## src/rtl/wwdt_pkg.sv

```systemverilog
/*
 * Shared constants and types of the windowed watchdog timer: clock figures, register map,
 * field positions, reset values and the packed carriers between core and watchdog.
 * Assumes a 250 MHz system clock from which the nominal low-power RC tick is derived.
 */
package wwdt_pkg;
    // Clock figures; the RC tick period rounds down to whole system cycles.
    localparam int CLK_SYS_HZ = 250_000_000;
    localparam int LOW_POWER_RC_OSC_NOM_HZ = 32_000;
    localparam int LOW_POWER_RC_OSC_DIV_CYC = CLK_SYS_HZ / LOW_POWER_RC_OSC_NOM_HZ;

    // Counter widths and prescaler terminal counts (divide by 32 or by 128).
    localparam int PRESC_W = 7;
    localparam int POST_W = 15;
    localparam logic [6:0] PRESC_LAST_32 = 7'h1F;
    localparam logic [6:0] PRESC_LAST_128 = 7'h7F;
    localparam logic [4:0] PRESC_SHIFT_32 = 5'h05;
    localparam logic [4:0] PRESC_SHIFT_128 = 5'h07;

    // Window opening point in eighths of the period, per window size code.
    localparam logic [3:0] WIN_START_25 = 4'h6;
    localparam logic [3:0] WIN_START_37 = 4'h5;
    localparam logic [3:0] WIN_START_50 = 4'h4;
    localparam logic [3:0] WIN_START_75 = 4'h2;

    // Register map, byte addresses of aligned 32-bit words.
    localparam int ADDR_W = 8;
    localparam logic [7:0] ADDR_CONFIG = 8'h00;
    localparam logic [7:0] ADDR_RESET_CTRL = 8'h04;
    localparam logic [7:0] ADDR_COUNT = 8'h08;
    localparam logic [7:0] ADDR_IRQ_STATUS = 8'h0C;
    localparam logic [7:0] ADDR_IRQ_ENABLE = 8'h10;
    localparam logic [7:0] ADDR_IRQ_CLEAR = 8'h14;

    // Reset control register bit positions.
    localparam int RCTL_IDLE_BIT = 2;
    localparam int RCTL_SLEEP_BIT = 3;
    localparam int RCTL_TIMEOUT_BIT = 4;
    localparam int RCTL_SOFT_EN_BIT = 5;

    // Interrupt status bits.
    localparam int IRQ_W = 3;
    localparam int IRQ_TIMEOUT_BIT = 0;
    localparam int IRQ_WINDOW_BIT = 1;
    localparam int IRQ_WAKE_BIT = 2;
    localparam logic [2:0] IRQ_RST = 3'h0;

    localparam logic [1:0] RESP_OKAY = 2'h0;
    localparam logic [1:0] RESP_SLVERR = 2'h2;

    // Watchdog configuration word, bits 9:0.
    typedef struct packed {
        logic [1:0] window_size_select;
        logic config_always_enable;
        logic window_disable;
        logic unused5;
        logic prescale_select;
        logic [3:0] postscale_select;
    } wwdt_cfg_t;
    localparam wwdt_cfg_t CFG_RST = 10'h05F;

    // One-cycle event pulses from the core and clock system.
    typedef struct packed {
        logic dev_reset;
        logic clk_switch_done;
        logic power_save_sleep;
        logic power_save_idle;
        logic power_save_exit;
        logic clear_watchdog_instr;
    } wwdt_core_evt_t;

    typedef enum logic [1:0] {MODE_RUN, MODE_SLEEP, MODE_IDLE} wwdt_mode_t;
endpackage : wwdt_pkg

```

## src/rtl/wwdt_top.sv

```systemverilog
/*
 * Windowed watchdog timer with an AXI4-Lite register slave and an interrupt.
 * Assumes core events arrive as one-cycle pulses synchronous to I_CLK_SYS, and that the
 * device reset request and wake pulses are acted upon by logic outside this block.
 */
// What this block does
// - Prescale RC tick by 32 or 128.
// - Postscaler gives sixteen ratios, 1:1 to 1:32768.
// - Device reset clears all watchdog counts.
// - Finished clock switch clears all watchdog counts.
// - Entering sleep or idle clears counts.
// - Leaving sleep or idle clears counts.
// - Clear instruction clears counts; software repeats it.
// - RC clock source runs whenever watchdog enabled.
// - Watchdog keeps counting in sleep and idle.
// - Time-out in power save wakes, no reset.
// - Always-enable bit forces watchdog on.
// - Otherwise the software enable bit decides.
// - Every device reset clears software enable.
// - Time-out flag stays set until software clears.
// - Window-disable at zero selects windowed mode.
`timescale 1ns/1ns
module wwdt_top #(
    parameter int LOW_POWER_RC_OSC_DIV = wwdt_pkg::LOW_POWER_RC_OSC_DIV_CYC
) (
    input wire logic I_CLK_SYS,
    input wire logic I_RSTN,
    input wire logic [wwdt_pkg::ADDR_W-1:0] I_AWADDR,
    input wire logic I_AWVALID,
    output logic O_AWREADY,
    input wire logic [31:0] I_WDATA,
    input wire logic [3:0] I_WSTRB,
    input wire logic I_WVALID,
    output logic O_WREADY,
    output logic [1:0] O_BRESP,
    output logic O_BVALID,
    input wire logic I_BREADY,
    input wire logic [wwdt_pkg::ADDR_W-1:0] I_ARADDR,
    input wire logic I_ARVALID,
    output logic O_ARREADY,
    output logic [31:0] O_RDATA,
    output logic [1:0] O_RRESP,
    output logic O_RVALID,
    input wire logic I_RREADY,
    input wire wwdt_pkg::wwdt_core_evt_t I_CORE_EVT,
    output logic O_DEV_RESET,
    output logic O_WAKE,
    output logic O_LOW_POWER_RC_OSC_EN,
    output logic O_IRQ
);
    import wwdt_pkg::*;

    localparam int DW = $clog2(LOW_POWER_RC_OSC_DIV);

    // Post count terminal for a postscale code: 2**code - 1.
    function automatic logic [POST_W-1:0] post_last(input logic [3:0] code);
        post_last = (15'h0001 << code) - 15'h0001;
    endfunction : post_last

    // Prescaler terminal count for the prescale select bit.
    function automatic logic [PRESC_W-1:0] presc_last(input logic sel);
        presc_last = sel ? PRESC_LAST_128 : PRESC_LAST_32;
    endfunction : presc_last

    // Byte-lane merge of a write into a register word.
    function automatic logic [31:0] lane_merge(input logic [31:0] old_w, input logic [31:0] new_w,
                                               input logic [3:0] strb);
        logic [31:0] res;
        res = old_w;
        for (int b = 0; b < 4; b++) begin
            if (strb[b]) begin
                res[8*b +: 8] = new_w[8*b +: 8];
            end
        end
        lane_merge = res;
    endfunction : lane_merge

    ////////////////////////////////////////////////////////////////////////////////////////////
    // State.
    wwdt_cfg_t cfg_ff;
    wwdt_mode_t mode_ff;
    logic soft_en_ff;
    logic flag_to_ff;
    logic flag_sleep_ff;
    logic flag_idle_ff;
    logic [DW-1:0] div_ff;
    logic [PRESC_W-1:0] presc_ff;
    logic [POST_W-1:0] post_ff;
    logic [IRQ_W-1:0] irq_stat_ff;
    logic [IRQ_W-1:0] irq_en_ff;
    logic dev_reset_ff;
    logic wake_ff;
    logic low_power_rc_osc_en_ff;
    logic irq_ff;
    logic awready_ff;
    logic wready_ff;
    logic bvalid_ff;
    logic [1:0] bresp_ff;
    logic arready_ff;
    logic rvalid_ff;
    logic [1:0] rresp_ff;
    logic [31:0] rdata_ff;
    logic [ADDR_W-1:0] awaddr_ff;
    logic [31:0] wdata_ff;
    logic [3:0] wstrb_ff;

    ////////////////////////////////////////////////////////////////////////////////////////////
    // Bus decode. A write lands one cycle after both address and data are held.
    wire wr_go = !awready_ff && !wready_ff && !bvalid_ff;
    wire [ADDR_W-1:0] wa = {awaddr_ff[ADDR_W-1:2], 2'b00};
    wire [ADDR_W-1:0] ra = {I_ARADDR[ADDR_W-1:2], 2'b00};
    wire wr_cfg = wr_go && wa == ADDR_CONFIG;
    wire wr_rctl = wr_go && wa == ADDR_RESET_CTRL && wstrb_ff[0];
    wire wr_ien = wr_go && wa == ADDR_IRQ_ENABLE && wstrb_ff[0];
    wire wr_iclr = wr_go && wa == ADDR_IRQ_CLEAR && wstrb_ff[0];
    wire wr_mapped = wa == ADDR_CONFIG || wa == ADDR_RESET_CTRL || wa == ADDR_COUNT
                     || wa == ADDR_IRQ_STATUS || wa == ADDR_IRQ_ENABLE || wa == ADDR_IRQ_CLEAR;
    wire [31:0] cfg_word = lane_merge({22'h00_0000, cfg_ff}, wdata_ff, wstrb_ff);
    wire [31:0] rctl_rd = {26'h000_0000, soft_en_ff, flag_to_ff, flag_sleep_ff, flag_idle_ff,
                           2'b00};
    wire rd_mapped = ra == ADDR_CONFIG || ra == ADDR_RESET_CTRL || ra == ADDR_COUNT
                     || ra == ADDR_IRQ_STATUS || ra == ADDR_IRQ_ENABLE || ra == ADDR_IRQ_CLEAR;
    wire [31:0] rd_word = (ra == ADDR_CONFIG) ? {22'h00_0000, cfg_ff} :
                          (ra == ADDR_RESET_CTRL) ? rctl_rd :
                          (ra == ADDR_COUNT) ? {10'h000, post_ff, presc_ff} :
                          (ra == ADDR_IRQ_STATUS) ? {29'h0000_0000, irq_stat_ff} :
                          (ra == ADDR_IRQ_ENABLE) ? {29'h0000_0000, irq_en_ff} : 32'h0000_0000;

    ////////////////////////////////////////////////////////////////////////////////////////////
    // Counting chain: RC tick divider, prescaler, postscaler.
    wire wdt_en = cfg_ff.config_always_enable | soft_en_ff;
    wire low_power_rc_osc_tick = wdt_en && div_ff == DW'(LOW_POWER_RC_OSC_DIV - 1);
    wire presc_wrap = low_power_rc_osc_tick && presc_ff == presc_last(cfg_ff.prescale_select);
    wire post_wrap = presc_wrap && post_ff == post_last(cfg_ff.postscale_select);
    wire in_run = mode_ff == MODE_RUN;

    // Window check: elapsed time against the opening point, both scaled by eight.
    wire [21:0] elapsed = cfg_ff.prescale_select ? {post_ff, presc_ff}
                                                 : {2'b00, post_ff, presc_ff[4:0]};
    wire [4:0] period_exp = {1'b0, cfg_ff.postscale_select}
                            + (cfg_ff.prescale_select ? PRESC_SHIFT_128 : PRESC_SHIFT_32);
    wire [25:0] period = 26'h000_0001 << period_exp;
    wire [3:0] win_start = (cfg_ff.window_size_select == 2'b00) ? WIN_START_25 :
                           (cfg_ff.window_size_select == 2'b01) ? WIN_START_37 :
                           (cfg_ff.window_size_select == 2'b10) ? WIN_START_50 : WIN_START_75;
    wire [29:0] win_thresh = {4'h0, period} * {26'h000_0000, win_start};
    wire in_window = {5'h00, elapsed, 3'b000} >= win_thresh;

    // Core events; clear and power-save instructions only count in normal execution.
    wire clr_instr = I_CORE_EVT.clear_watchdog_instr && in_run;
    wire win_viol = clr_instr && wdt_en && !cfg_ff.window_disable && !in_window;
    wire enter_sleep = in_run && I_CORE_EVT.power_save_sleep;
    wire enter_idle = in_run && I_CORE_EVT.power_save_idle && !I_CORE_EVT.power_save_sleep;
    wire exit_ps = !in_run && I_CORE_EVT.power_save_exit;
    wire to_run = post_wrap && in_run;
    wire to_wake = post_wrap && !in_run;
    wire fire_reset = to_run || win_viol;
    wire any_reset = I_CORE_EVT.dev_reset || fire_reset;
    // A configuration write also restarts the count, so a new ratio starts from zero.
    wire clr_cnt = any_reset || I_CORE_EVT.clk_switch_done
                   || enter_sleep || enter_idle || exit_ps
                   || clr_instr || post_wrap || wr_cfg || !wdt_en;

    // Next counts; in sleep and idle the chain runs just as in normal execution.
    wire [DW-1:0] nxt_div = (clr_cnt || low_power_rc_osc_tick) ? '0 : div_ff + DW'(1);
    wire [PRESC_W-1:0] nxt_presc = clr_cnt ? '0 : presc_wrap ? '0 :
                                   low_power_rc_osc_tick ? presc_ff + 7'h01 : presc_ff;
    wire [POST_W-1:0] nxt_post = clr_cnt ? '0 : presc_wrap ? post_ff + 15'h0001 : post_ff;

    // Mode and flag next values; hardware sets win over software clears.
    wire nxt_soft_en = any_reset ? 1'b0
                       : wr_rctl ? wdata_ff[RCTL_SOFT_EN_BIT] : soft_en_ff;
    wire nxt_flag_to = post_wrap || win_viol
                       || (flag_to_ff && !(wr_rctl && !wdata_ff[RCTL_TIMEOUT_BIT]));
    wire nxt_flag_sleep = enter_sleep
                          || (flag_sleep_ff && !(wr_rctl && !wdata_ff[RCTL_SLEEP_BIT]));
    wire nxt_flag_idle = enter_idle || (flag_idle_ff && !(wr_rctl && !wdata_ff[RCTL_IDLE_BIT]));
    wire [IRQ_W-1:0] irq_events = {to_wake, win_viol, post_wrap};
    wire [IRQ_W-1:0] nxt_irq_stat = irq_events
                                    | (irq_stat_ff & ~(wr_iclr ? wdata_ff[IRQ_W-1:0] : 3'h0));
    wire [IRQ_W-1:0] nxt_irq_en = wr_ien ? wdata_ff[IRQ_W-1:0] : irq_en_ff;
    wire wwdt_mode_t nxt_mode = (any_reset || exit_ps || to_wake) ? MODE_RUN :
                                enter_sleep ? MODE_SLEEP : enter_idle ? MODE_IDLE : mode_ff;

    ////////////////////////////////////////////////////////////////////////////////////////////
    // Watchdog state registers.
    always_ff @(posedge I_CLK_SYS or negedge I_RSTN) begin
        if (!I_RSTN) begin
            cfg_ff <= CFG_RST;
            mode_ff <= MODE_RUN;
            soft_en_ff <= 1'b0;
            flag_to_ff <= 1'b0;
            flag_sleep_ff <= 1'b0;
            flag_idle_ff <= 1'b0;
            div_ff <= '0;
            presc_ff <= '0;
            post_ff <= '0;
        end else begin
            cfg_ff <= wr_cfg ? wwdt_cfg_t'(cfg_word[9:0]) : cfg_ff;
            mode_ff <= nxt_mode;
            soft_en_ff <= nxt_soft_en;
            flag_to_ff <= nxt_flag_to;
            flag_sleep_ff <= nxt_flag_sleep;
            flag_idle_ff <= nxt_flag_idle;
            div_ff <= nxt_div;
            presc_ff <= nxt_presc;
            post_ff <= nxt_post;
        end
    end

    // Registered outputs and interrupt state; the RC enable follows the enable a cycle late.
    always_ff @(posedge I_CLK_SYS or negedge I_RSTN) begin
        if (!I_RSTN) begin
            dev_reset_ff <= 1'b0;
            wake_ff <= 1'b0;
            low_power_rc_osc_en_ff <= 1'b0;
            irq_ff <= 1'b0;
            irq_stat_ff <= IRQ_RST;
            irq_en_ff <= IRQ_RST;
        end else begin
            dev_reset_ff <= fire_reset;
            wake_ff <= to_wake;
            low_power_rc_osc_en_ff <= wdt_en;
            irq_ff <= |(nxt_irq_stat & nxt_irq_en);
            irq_stat_ff <= nxt_irq_stat;
            irq_en_ff <= nxt_irq_en;
        end
    end

    ////////////////////////////////////////////////////////////////////////////////////////////
    // AXI4-Lite write side: address and data are taken independently, in either order.
    always_ff @(posedge I_CLK_SYS or negedge I_RSTN) begin
        if (!I_RSTN) begin
            awready_ff <= 1'b1;
            wready_ff <= 1'b1;
            bvalid_ff <= 1'b0;
            bresp_ff <= RESP_OKAY;
            awaddr_ff <= '0;
            wdata_ff <= 32'h0000_0000;
            wstrb_ff <= 4'h0;
        end else begin
            if (I_AWVALID && awready_ff) begin
                awready_ff <= 1'b0;
                awaddr_ff <= I_AWADDR;
            end else if (bvalid_ff && I_BREADY) begin
                awready_ff <= 1'b1;
            end
            if (I_WVALID && wready_ff) begin
                wready_ff <= 1'b0;
                wdata_ff <= I_WDATA;
                wstrb_ff <= I_WSTRB;
            end else if (bvalid_ff && I_BREADY) begin
                wready_ff <= 1'b1;
            end
            if (wr_go) begin
                bvalid_ff <= 1'b1;
                bresp_ff <= wr_mapped ? RESP_OKAY : RESP_SLVERR;
            end else if (I_BREADY) begin
                bvalid_ff <= 1'b0;
            end
        end
    end

    // Read side: one read at a time, answered the cycle after the address is taken.
    always_ff @(posedge I_CLK_SYS or negedge I_RSTN) begin
        if (!I_RSTN) begin
            arready_ff <= 1'b1;
            rvalid_ff <= 1'b0;
            rresp_ff <= RESP_OKAY;
            rdata_ff <= 32'h0000_0000;
        end else if (I_ARVALID && arready_ff) begin
            arready_ff <= 1'b0;
            rvalid_ff <= 1'b1;
            rresp_ff <= rd_mapped ? RESP_OKAY : RESP_SLVERR;
            rdata_ff <= rd_word;
        end else if (rvalid_ff && I_RREADY) begin
            arready_ff <= 1'b1;
            rvalid_ff <= 1'b0;
        end
    end

    assign O_AWREADY = awready_ff;
    assign O_WREADY = wready_ff;
    assign O_BVALID = bvalid_ff;
    assign O_BRESP = bresp_ff;
    assign O_ARREADY = arready_ff;
    assign O_RVALID = rvalid_ff;
    assign O_RRESP = rresp_ff;
    assign O_RDATA = rdata_ff;
    assign O_DEV_RESET = dev_reset_ff;
    assign O_WAKE = wake_ff;
    assign O_LOW_POWER_RC_OSC_EN = low_power_rc_osc_en_ff;
    assign O_IRQ = irq_ff;

    ////////////////////////////////////////////////////////////////////////////////////////////
    // Checks. Helpers count ticks between prescaler wraps and wraps between time-outs.
    logic [7:0] chk_ticks_ff;
    logic [15:0] chk_wraps_ff;
    always_ff @(posedge I_CLK_SYS or negedge I_RSTN) begin
        if (!I_RSTN) begin
            chk_ticks_ff <= 8'h00;
            chk_wraps_ff <= 16'h0000;
        end else begin
            chk_ticks_ff <= (clr_cnt || presc_wrap) ? 8'h00 : chk_ticks_ff + {7'h00, low_power_rc_osc_tick};
            chk_wraps_ff <= clr_cnt ? 16'h0000 : chk_wraps_ff + {15'h0000, presc_wrap};
        end
    end
endmodule : wwdt_top

```

## config.mk

```make
export PLATFORM = sky130hd
export DESIGN_NAME = wwdt_top
export DESIGN_NICKNAME = d
export VERILOG_FILES = /design/src/rtl/wwdt_pkg.sv /design/src/rtl/wwdt_top.sv
export SDC_FILE = /design/constraint.sdc
export NUM_CORES = 1
export LEC_CHECK = 0
export BUFFER_PORTS_ARGS = -buffer_cell sky130_fd_sc_hd__buf_4
export CORE_UTILIZATION = 45
export CTS_CLUSTER_SIZE = 30
export DETAILED_ROUTE_END_ITERATION = 12
export PLACE_DENSITY = 0.66
export SLEW_MARGIN = 20
export SYNTH_ARGS = -nofsm -noshare
export SYNTH_HDL_FRONTEND = slang
export SYNTH_SLANG_ARGS = --single-unit
```

## constraint.sdc

```tcl
create_clock -name I_CLK_SYS -period 12.4 [get_ports I_CLK_SYS]
set_input_delay 2.48 -clock I_CLK_SYS [delete_from_list [all_inputs] [get_ports I_CLK_SYS]]
set_output_delay 2.48 -clock I_CLK_SYS [all_outputs]
set_load 0.1 [all_outputs]
```

After elaboration in Yosys (flattened, before gate mapping)
Cells that the tools add are included.
{"block": "totals", "mem_bits_rw": 0, "memories": 0, "input_bits": 65, "ff_bits": 122, "word_cells": 184, "latch_bits": 0, "mem_bits_ro": 0}
{"block": "classes", "mux": 35, "multipliers": 1, "div_mod_pow": 0, "reduce_logical": 89, "add_sub_neg": 5, "shift": 2, "n_lt_le_gt_ge": 1, "eq_ne": 15, "n_bitwise": 5}
{"operator": "2-to-1 mux 22 bit", "n": 4}
{"operator": "logical AND 1 bit", "n": 33}
{"operator": "2-to-1 mux 15 bit", "n": 2}
{"operator": "greater-or-equal comparator 25 x 29 -> 1 bit", "n": 1}
{"operator": "multiplier 26 x 3 -> 29 bit", "n": 1}
{"operator": "2-to-1 mux 7 bit", "n": 4}
{"operator": "logical OR 1 bit", "n": 27}
{"operator": "<< shifter 1 x 5 -> 26 bit (first input constant)", "n": 1}
{"operator": "equality test 6 x 2 -> 1 bit (second input constant)", "n": 4}
{"operator": "equality test 6 x 3 -> 1 bit (second input constant)", "n": 4}
{"operator": "2-to-1 mux 3 bit", "n": 7}
{"operator": "logical NOT 8 bit", "n": 2}
{"operator": "adder 15 x 1 -> 15 bit (second input constant)", "n": 1}
{"operator": "equality test 15 bit", "n": 1}
{"operator": "<< shifter 1 x 4 -> 15 bit (first input constant)", "n": 1}
{"operator": "subtractor 15 x 1 -> 15 bit (second input constant)", "n": 1}
{"operator": "logical NOT 1 bit", "n": 14}
{"operator": "adder 13 x 1 -> 13 bit (second input constant)", "n": 1}
{"operator": "equality test 13 bit (second input constant)", "n": 1}
{"operator": "2-to-1 mux 13 bit", "n": 1}
{"operator": "equality test 6 x 1 -> 1 bit (second input constant)", "n": 2}
{"operator": "2-to-1 mux 2 bit", "n": 6}
{"operator": "nonzero test 2 bit", "n": 6}
{"operator": "2-to-1 mux 1 bit", "n": 11}
{"operator": "13 further kinds", "n": 17}

Logic depth before layout (Yosys ltp)
{"block": "depth", "depth_word": 20, "mapped_depth": 27}

Least setup slack after synthesis
OpenSTA, ideal clock, no wires.
{"block": "synth_path", "kind": "reg2reg", "start": "register cfg_ff[1] (netlist name)", "end": "register irq_ff (netlist: O_IRQ)", "stages_incl_launch_ff": 26, "period_less_slack_ns": 5.348, "n_path_buf": 2, "t_arrival_ns": 5.283, "path_slack_ns": 7.052, "path_cell_list": "dfstp_2 -> ha_1 -> clkbuf_1 -> xnor2_1 -> nor2_1 -> nor4b_1 -> fa_1 -> ha_1 -> buf_2 -> nand2_1 -> o21ai_1 -> a21oi_1 -> nand3_1 -> a31oi_1 -> o21bai_1 -> a21oi_1 -> xor2_1 -> ha_1 -> a21oi_1 -> nand2_1 -> o2bb2ai_1 -> a2111o_1 -> o21ai_0 -> a211oi_2 -> a31oi_2 -> a211o_1"}
{"block": "synth_between", "elab_chain_len": 9, "word_cells_on_any_way": 14, "classes_between": "add/sub (2); mul (1); order compare (1); eq/ne (1); shift (2); bitwise (2); reduce/logical (5)"}
{"element": "from (decl)", "line": "wwdt_top.sv:80", "source": "wwdt_cfg_t cfg_ff;"}
{"element": "from (signal assigned)", "line": "wwdt_top.sv:199", "source": "cfg_ff <= wr_cfg ? wwdt_cfg_t'(cfg_word[9:0]) : cfg_ff;"}
{"element": "adder 4 x 3 -> 5 bit", "line": "wwdt_top.sv:141", "source": "+ (cfg_ff.prescale_select ? PRESC_SHIFT_128 : PRESC_SHIFT_32);"}
{"element": "<< shifter 1 x 5 -> 26 bit", "line": "wwdt_top.sv:142", "source": "wire [25:0] period = 26'h000_0001 << period_exp;"}
{"element": "multiplier 26 x 3 -> 29 bit", "line": "wwdt_top.sv:146", "source": "wire [29:0] win_thresh = {4'h0, period} * {26'h000_0000, win_start};"}
{"element": "greater-or-equal comparator 25 x 29 -> 1 bit", "line": "wwdt_top.sv:147", "source": "wire in_window = {5'h00, elapsed, 3'b000} >= win_thresh;"}
{"element": "logical NOT 1 bit", "line": "wwdt_top.sv:151", "source": "wire win_viol = clr_instr && wdt_en && !cfg_ff.window_disable && !in_window;"}
{"element": "logical AND 1 bit", "line": "wwdt_top.sv:151"}
{"element": "OR 3 bit (*)", "line": "wwdt_top.sv:180", "source": "| (irq_stat_ff & ~(wr_iclr ? wdata_ff[IRQ_W-1:0] : 3'h0));"}
{"element": "bitwise AND 3 bit (*)", "line": "wwdt_top.sv:224", "source": "irq_ff <= |(nxt_irq_stat & nxt_irq_en);"}
{"element": "OR reduction 3 bit (*)", "line": "wwdt_top.sv:224"}
{"element": "to (signal assigned)", "line": "wwdt_top.sv:224"}
{"element": "to (decl)", "line": "wwdt_top.sv:94", "source": "logic irq_ff;"}
Mark *: on every way between the ends. The rest lies on a longest branch, timed or not.
A chain may end at the register's enable or synchronous reset.

Final worst setup path
{"block": "layout_path", "start": "register cfg_ff[4] (netlist name)", "end": "register irq_ff (netlist: O_IRQ)"}
{"block": "layout_between", "elab_chain_len": 10, "word_cells_on_any_way": 16, "classes_between": "add/sub (1); mul (1); order compare (1); eq/ne (1); shift (1); mux (3); bitwise (2); reduce/logical (6)"}
{"element": "2-to-1 mux 2 bit", "line": "wwdt_top.sv:141"}
{"element": "adder 4 x 3 -> 5 bit", "line": "wwdt_top.sv:141"}
{"element": "<< shifter 1 x 5 -> 26 bit", "line": "wwdt_top.sv:142"}
{"element": "multiplier 26 x 3 -> 29 bit", "line": "wwdt_top.sv:146"}
{"element": "greater-or-equal comparator 25 x 29 -> 1 bit", "line": "wwdt_top.sv:147"}
{"element": "logical NOT 1 bit", "line": "wwdt_top.sv:151"}
{"element": "logical AND 1 bit", "line": "wwdt_top.sv:151"}
{"element": "OR 3 bit (*)", "line": "wwdt_top.sv:180"}
{"element": "bitwise AND 3 bit (*)", "line": "wwdt_top.sv:224"}
{"element": "OR reduction 3 bit (*)", "line": "wwdt_top.sv:224"}
Marked as above.

==> results by group <==
Status
  – Outcome: completed

Floorplan
  – Chip width: 141.9 um
  – Core Box Area: between 15000 and 20000 sq um
  – Boundary pin count: between 100 and 150
  – Die area: between 20000 and 25000 sq um
  – Row count: 50
  – Die Y: between 100 and 150 um
  – Initial Utilization: between 40% and 50%

Critical path
  – Worst reg2reg setup slack: roughly 5.5 ns
  – CP top delay family: compound AO/OA/AOI/OAI gates
  – Buffers and inverters on the worst path: 0
  – Critical path cell sequence: ha_1 > xnor2_1 > nor2_1 > nor4b_1 > fa_1 > ha_1 > nand2_1 > o21ai_1 > a21oi_1 > nand3_1 > a31oi_1 > o21bai_1 > a21oi_1 > xor2_1 > ha_1 > a21oi_1 > nand2_1 > o2bb2ai_1 > a2111o_1 > o21ai_0 > a211oi_2 > a31oi_2 > a211o_1
  – CP Launch Type: register
  – CP endpoint kind: register
  – Crit Reg-Reg Endpoint: O_IRQ$_DFF_PN0_
  – Worst path depth: 23
  – Req. time, crit path: between 10 and 15 ns
  – Crit path from: cfg_ff[4]$_DFFE_PN1P_
  – Reg-to-reg startpoint: cfg_ff[4]$_DFFE_PN1P_
  – Critical path endpoint: O_IRQ$_DFF_PN0_
  – Crit path arrival time: a little over 7 ns
  – Reg2Reg Depth: 23
  – Slowest-stage cell, CP: dfstp_2
  – CP peak stage delay: between 0.8 and 0.9 ns
  – Critical setup path kind: reg -> reg
  – CP max FO: 27

Pwr
  – Pwr dens: 138.0 nW/um^2
  – Power share of the combinational group: a little over two fifths
  – Switching share of total power: a little over two fifths
  – P_sw: between 0.0005 and 0.0006 W
  – Leakage power of the design: 4.403 nW
  – Sequential share of power: 35.3%
  – Power after layout: 0.001349 W
  – Pint: between 0.0007 and 0.0008 W
  – Max IR drop VDD: between 0.0001 and 0.00015 V
  – Clock share of power: 22.1%

Timing
  – Clock skew: around 0.0065 ns
  – Final period util: roughly 55%
  – Setup violators final: 0
  – Worst Tran Pin Value: around 0.91 ns
  – Peak Freq: 0.1458 GHz
  – RSZ-0062 raised after global routing: false
  – Max_slew headroom: roughly 39%
  – Max Slew Vio Count: 0
  – Post-Route Setup TNS: 0 ns
  – Final Hold Violating Endpoints: 0
  – Min cycle time layout: a little under 7 ns

Job
  – Max-cap violation count: 0

Synthesis
  – Post-synth EDFFs: 0
  – Sequential-to-total area share from yosys stat: 30.83%
  – Syn avg cell area: ~8.6 sq um
  – Cells after Synth: about 1000
  – Most used DFF post-synth: dfrtp_1
  – Async set-reset flop share out of synthesis: 100.0%
  – Yosys reg bits: 108
  – Yosys warning count: 0
  – Count of cell types in the netlist: between 80 and 90
  – Mapped Area: ~8800 sq um

Finish
  – Commonest non-fill, non-tap cell in the layout: nand2_1
  – Antenna cell count: 0
  – Final #Nets: around 1200
  – Area occupied by multi-input gates: between 5000 and 6000 sq um
  – Register area: ~2700 sq um
  – Fillers: between 1500 and 2000
  – Share of cells above drive strength 1: roughly 15%
  – Most frequent cells in the layout: nand2_1 (112), dfrtp_1 (99), nor2_1 (98)
  – Syn-to-layout area delta: 11.07%

Global route
  – Grt met2 use: a little over a third
  – Vias in the first global route: just under 7000
  – GRT overflow: 0
  – First-pass GRT wire length: approximately 35000 um
  – GRT Total Usage: 21.90%
  – Grt peak-use layer: met2
  – Met3 usage: 3.341%
  – Pin count of the biggest net entering global routing: 74
  – Initial antenna violation count: 0
  – Routing usage on met1: just under 30%

Clock tree
  – Post-cts resize count: 0
  – CTS max path bufs: 2
  – Setup bufs post-CTS: 0
  – CTS Buf Count: 9
  – CTS H-tree lvls: 3
  – Worst-Skew Late Latency: 0.35 ns
  – Hold_buf cts: 0
  – TritonCTS clock tree: yes
  – Reg clk slew, reported paths: 0.08 ns
  – CTS Sinks: about 110
  – Clk root buf: clkbuf_16

Route
  – WL final: 21430 um
  – DRT antenna net count: 0
  – WL/cell: between 15 and 20 um
  – DRC viols: 0
  – 1st-pass router iterations: 5
  – Vias/cell: 5.527
  – Initial DRC Count: a little over 400
  – Vias: between 7000 and 8000

Place
  – PortBufs: between 60 and 70
  – RePlAce Congestion: 0.9163
  – DP Wirelength: around 16000 um

Min path
  – HP Class: reg -> reg
## power groups by stage
stage	Combinational [W]	Clock, W	Sequential [W]
2_1_floorplan	0.000380	0	0.000542
3_3_place_gp	0.000561	0	0.000479
3_5_place_dp	0.000568	0	0.000482
4_1_cts	0.000570	0.000304	0.000475
5_1_grt	0.000632	0.000318	0.000485
6_report	0.000575	0.000299	0.000476
## area by class of cell
class                   count  area share (%)
multi-input cells         821           57.98
flip-flops and latches    108           27.75
repair buffers             72           5.528
well taps                 260           3.327
clock buffers              10           2.342
inverters                  58           2.226
clock inverters             6          0.8445
## per-layer routing
layer  part of all wire [%]  vias to the layer above
met4                    2.5                        0
met3                    4.6                       38
met2                     47                      217
met5                      0                        -
li1                       -                     3636
met1                     46                     3488
## stage by stage
stage / hold slack (ns) / cell area [sq um] / worst slack [ns] / util, % / std cells
final: 0.4789 / 9778 / 5.541 / 51.58 / 1335
after global routing: 0.4994 / 9778 / 5.080 / 51.58 / 1335
after CTS: 0.4825 / 9778 / 5.635 / 51.58 / 1335
after detailed placement: 0.4684 / 9467 / 5.696 / 49.94 / 1319
after global placement: 0.4641 / 9467 / 5.671 / 49.94 / 1319
after floorplan: 0.4479 / 8916 / 7.052 / - / 1052
## registers in the layout, summed over array words and instances, names as in the netlist, 2 cells and up
| register | count |
|---|---|
| irq_stat_ff | 3 |
| wdata_ff | 10 |
| post_ff | 15 |
| mode_ff | 2 |
| wstrb_ff | 2 |
| presc_ff | 7 |
| div_ff | 13 |
| irq_en_ff | 3 |
| cfg_ff | 10 |
| O_RDATA | 22 |
| awaddr_ff | 6 |
## cell usage after synthesis, types with 22 or more instances
| cell | instances | share of area, % |
|---|---|---|
| nand2_1 | 112 | 4.8 |
| dfrtp_1 | 99 | 28 |
| nor2_1 | 98 | 4.2 |
| o21ai_0 | 69 | 3.9 |
| ha_1 | 57 | 8.1 |
| inv_1 | 57 | 2.4 |
| a21oi_1 | 53 | 3.0 |
| mux2_2 | 35 | 4.5 |
| clkbuf_1 | 34 | 1.4 |
| xnor2_1 | 30 | 3.0 |
| xor2_1 | 28 | 2.8 |
| fa_1 | 25 | 5.7 |
| nor3_1 | 24 | 1.4 |
| and3_1 | 22 | 1.6 |
## worst min-delay path by stage
stage,slack (ns),cells after the start,endpoint,startpoint
final,0.48,2,O_RDATA[15]$_DFFE_PN0P_,O_RDATA[15]$_DFFE_PN0P_
after global routing,0.50,2,O_RDATA[14]$_DFFE_PN0P_,O_RDATA[14]$_DFFE_PN0P_
after CTS,0.48,1,div_ff[0]$_DFF_PN0_,div_ff[0]$_DFF_PN0_
after detailed placement,0.47,2,O_RDATA[14]$_DFFE_PN0P_,O_RDATA[14]$_DFFE_PN0P_
after global placement,0.46,2,O_RDATA[10]$_DFFE_PN0P_,O_RDATA[10]$_DFFE_PN0P_
after floorplan,0.45,1,div_ff[0]$_DFF_PN0_,div_ff[0]$_DFF_PN0_
## tightest hold or removal path, cell delays in order, from the launching register on
cell	delay, ns
dfrtp_1	0.34
nand2_1	0.05
o21ai_0	0.06
## cell families (layout without fill, tap and decap cells)
group / Yosys count / in the layout / share of synthesized area, %
and+or+nand+nor: 398 / 398 / 23.32
AOI/OAI and AO/OA: 204 / 204 / 14.31
buffers and inverters: 123 / 146 / 6.055
DFF: 108 / 108 / 30.83
adders and majority gates: 83 / 83 / 13.90
xor gates and xnor gates: 58 / 58 / 5.770
muxes: 46 / 46 / 5.728
other: 2 / 32 / 0.08531
Power figures use the tool's default switching activity.
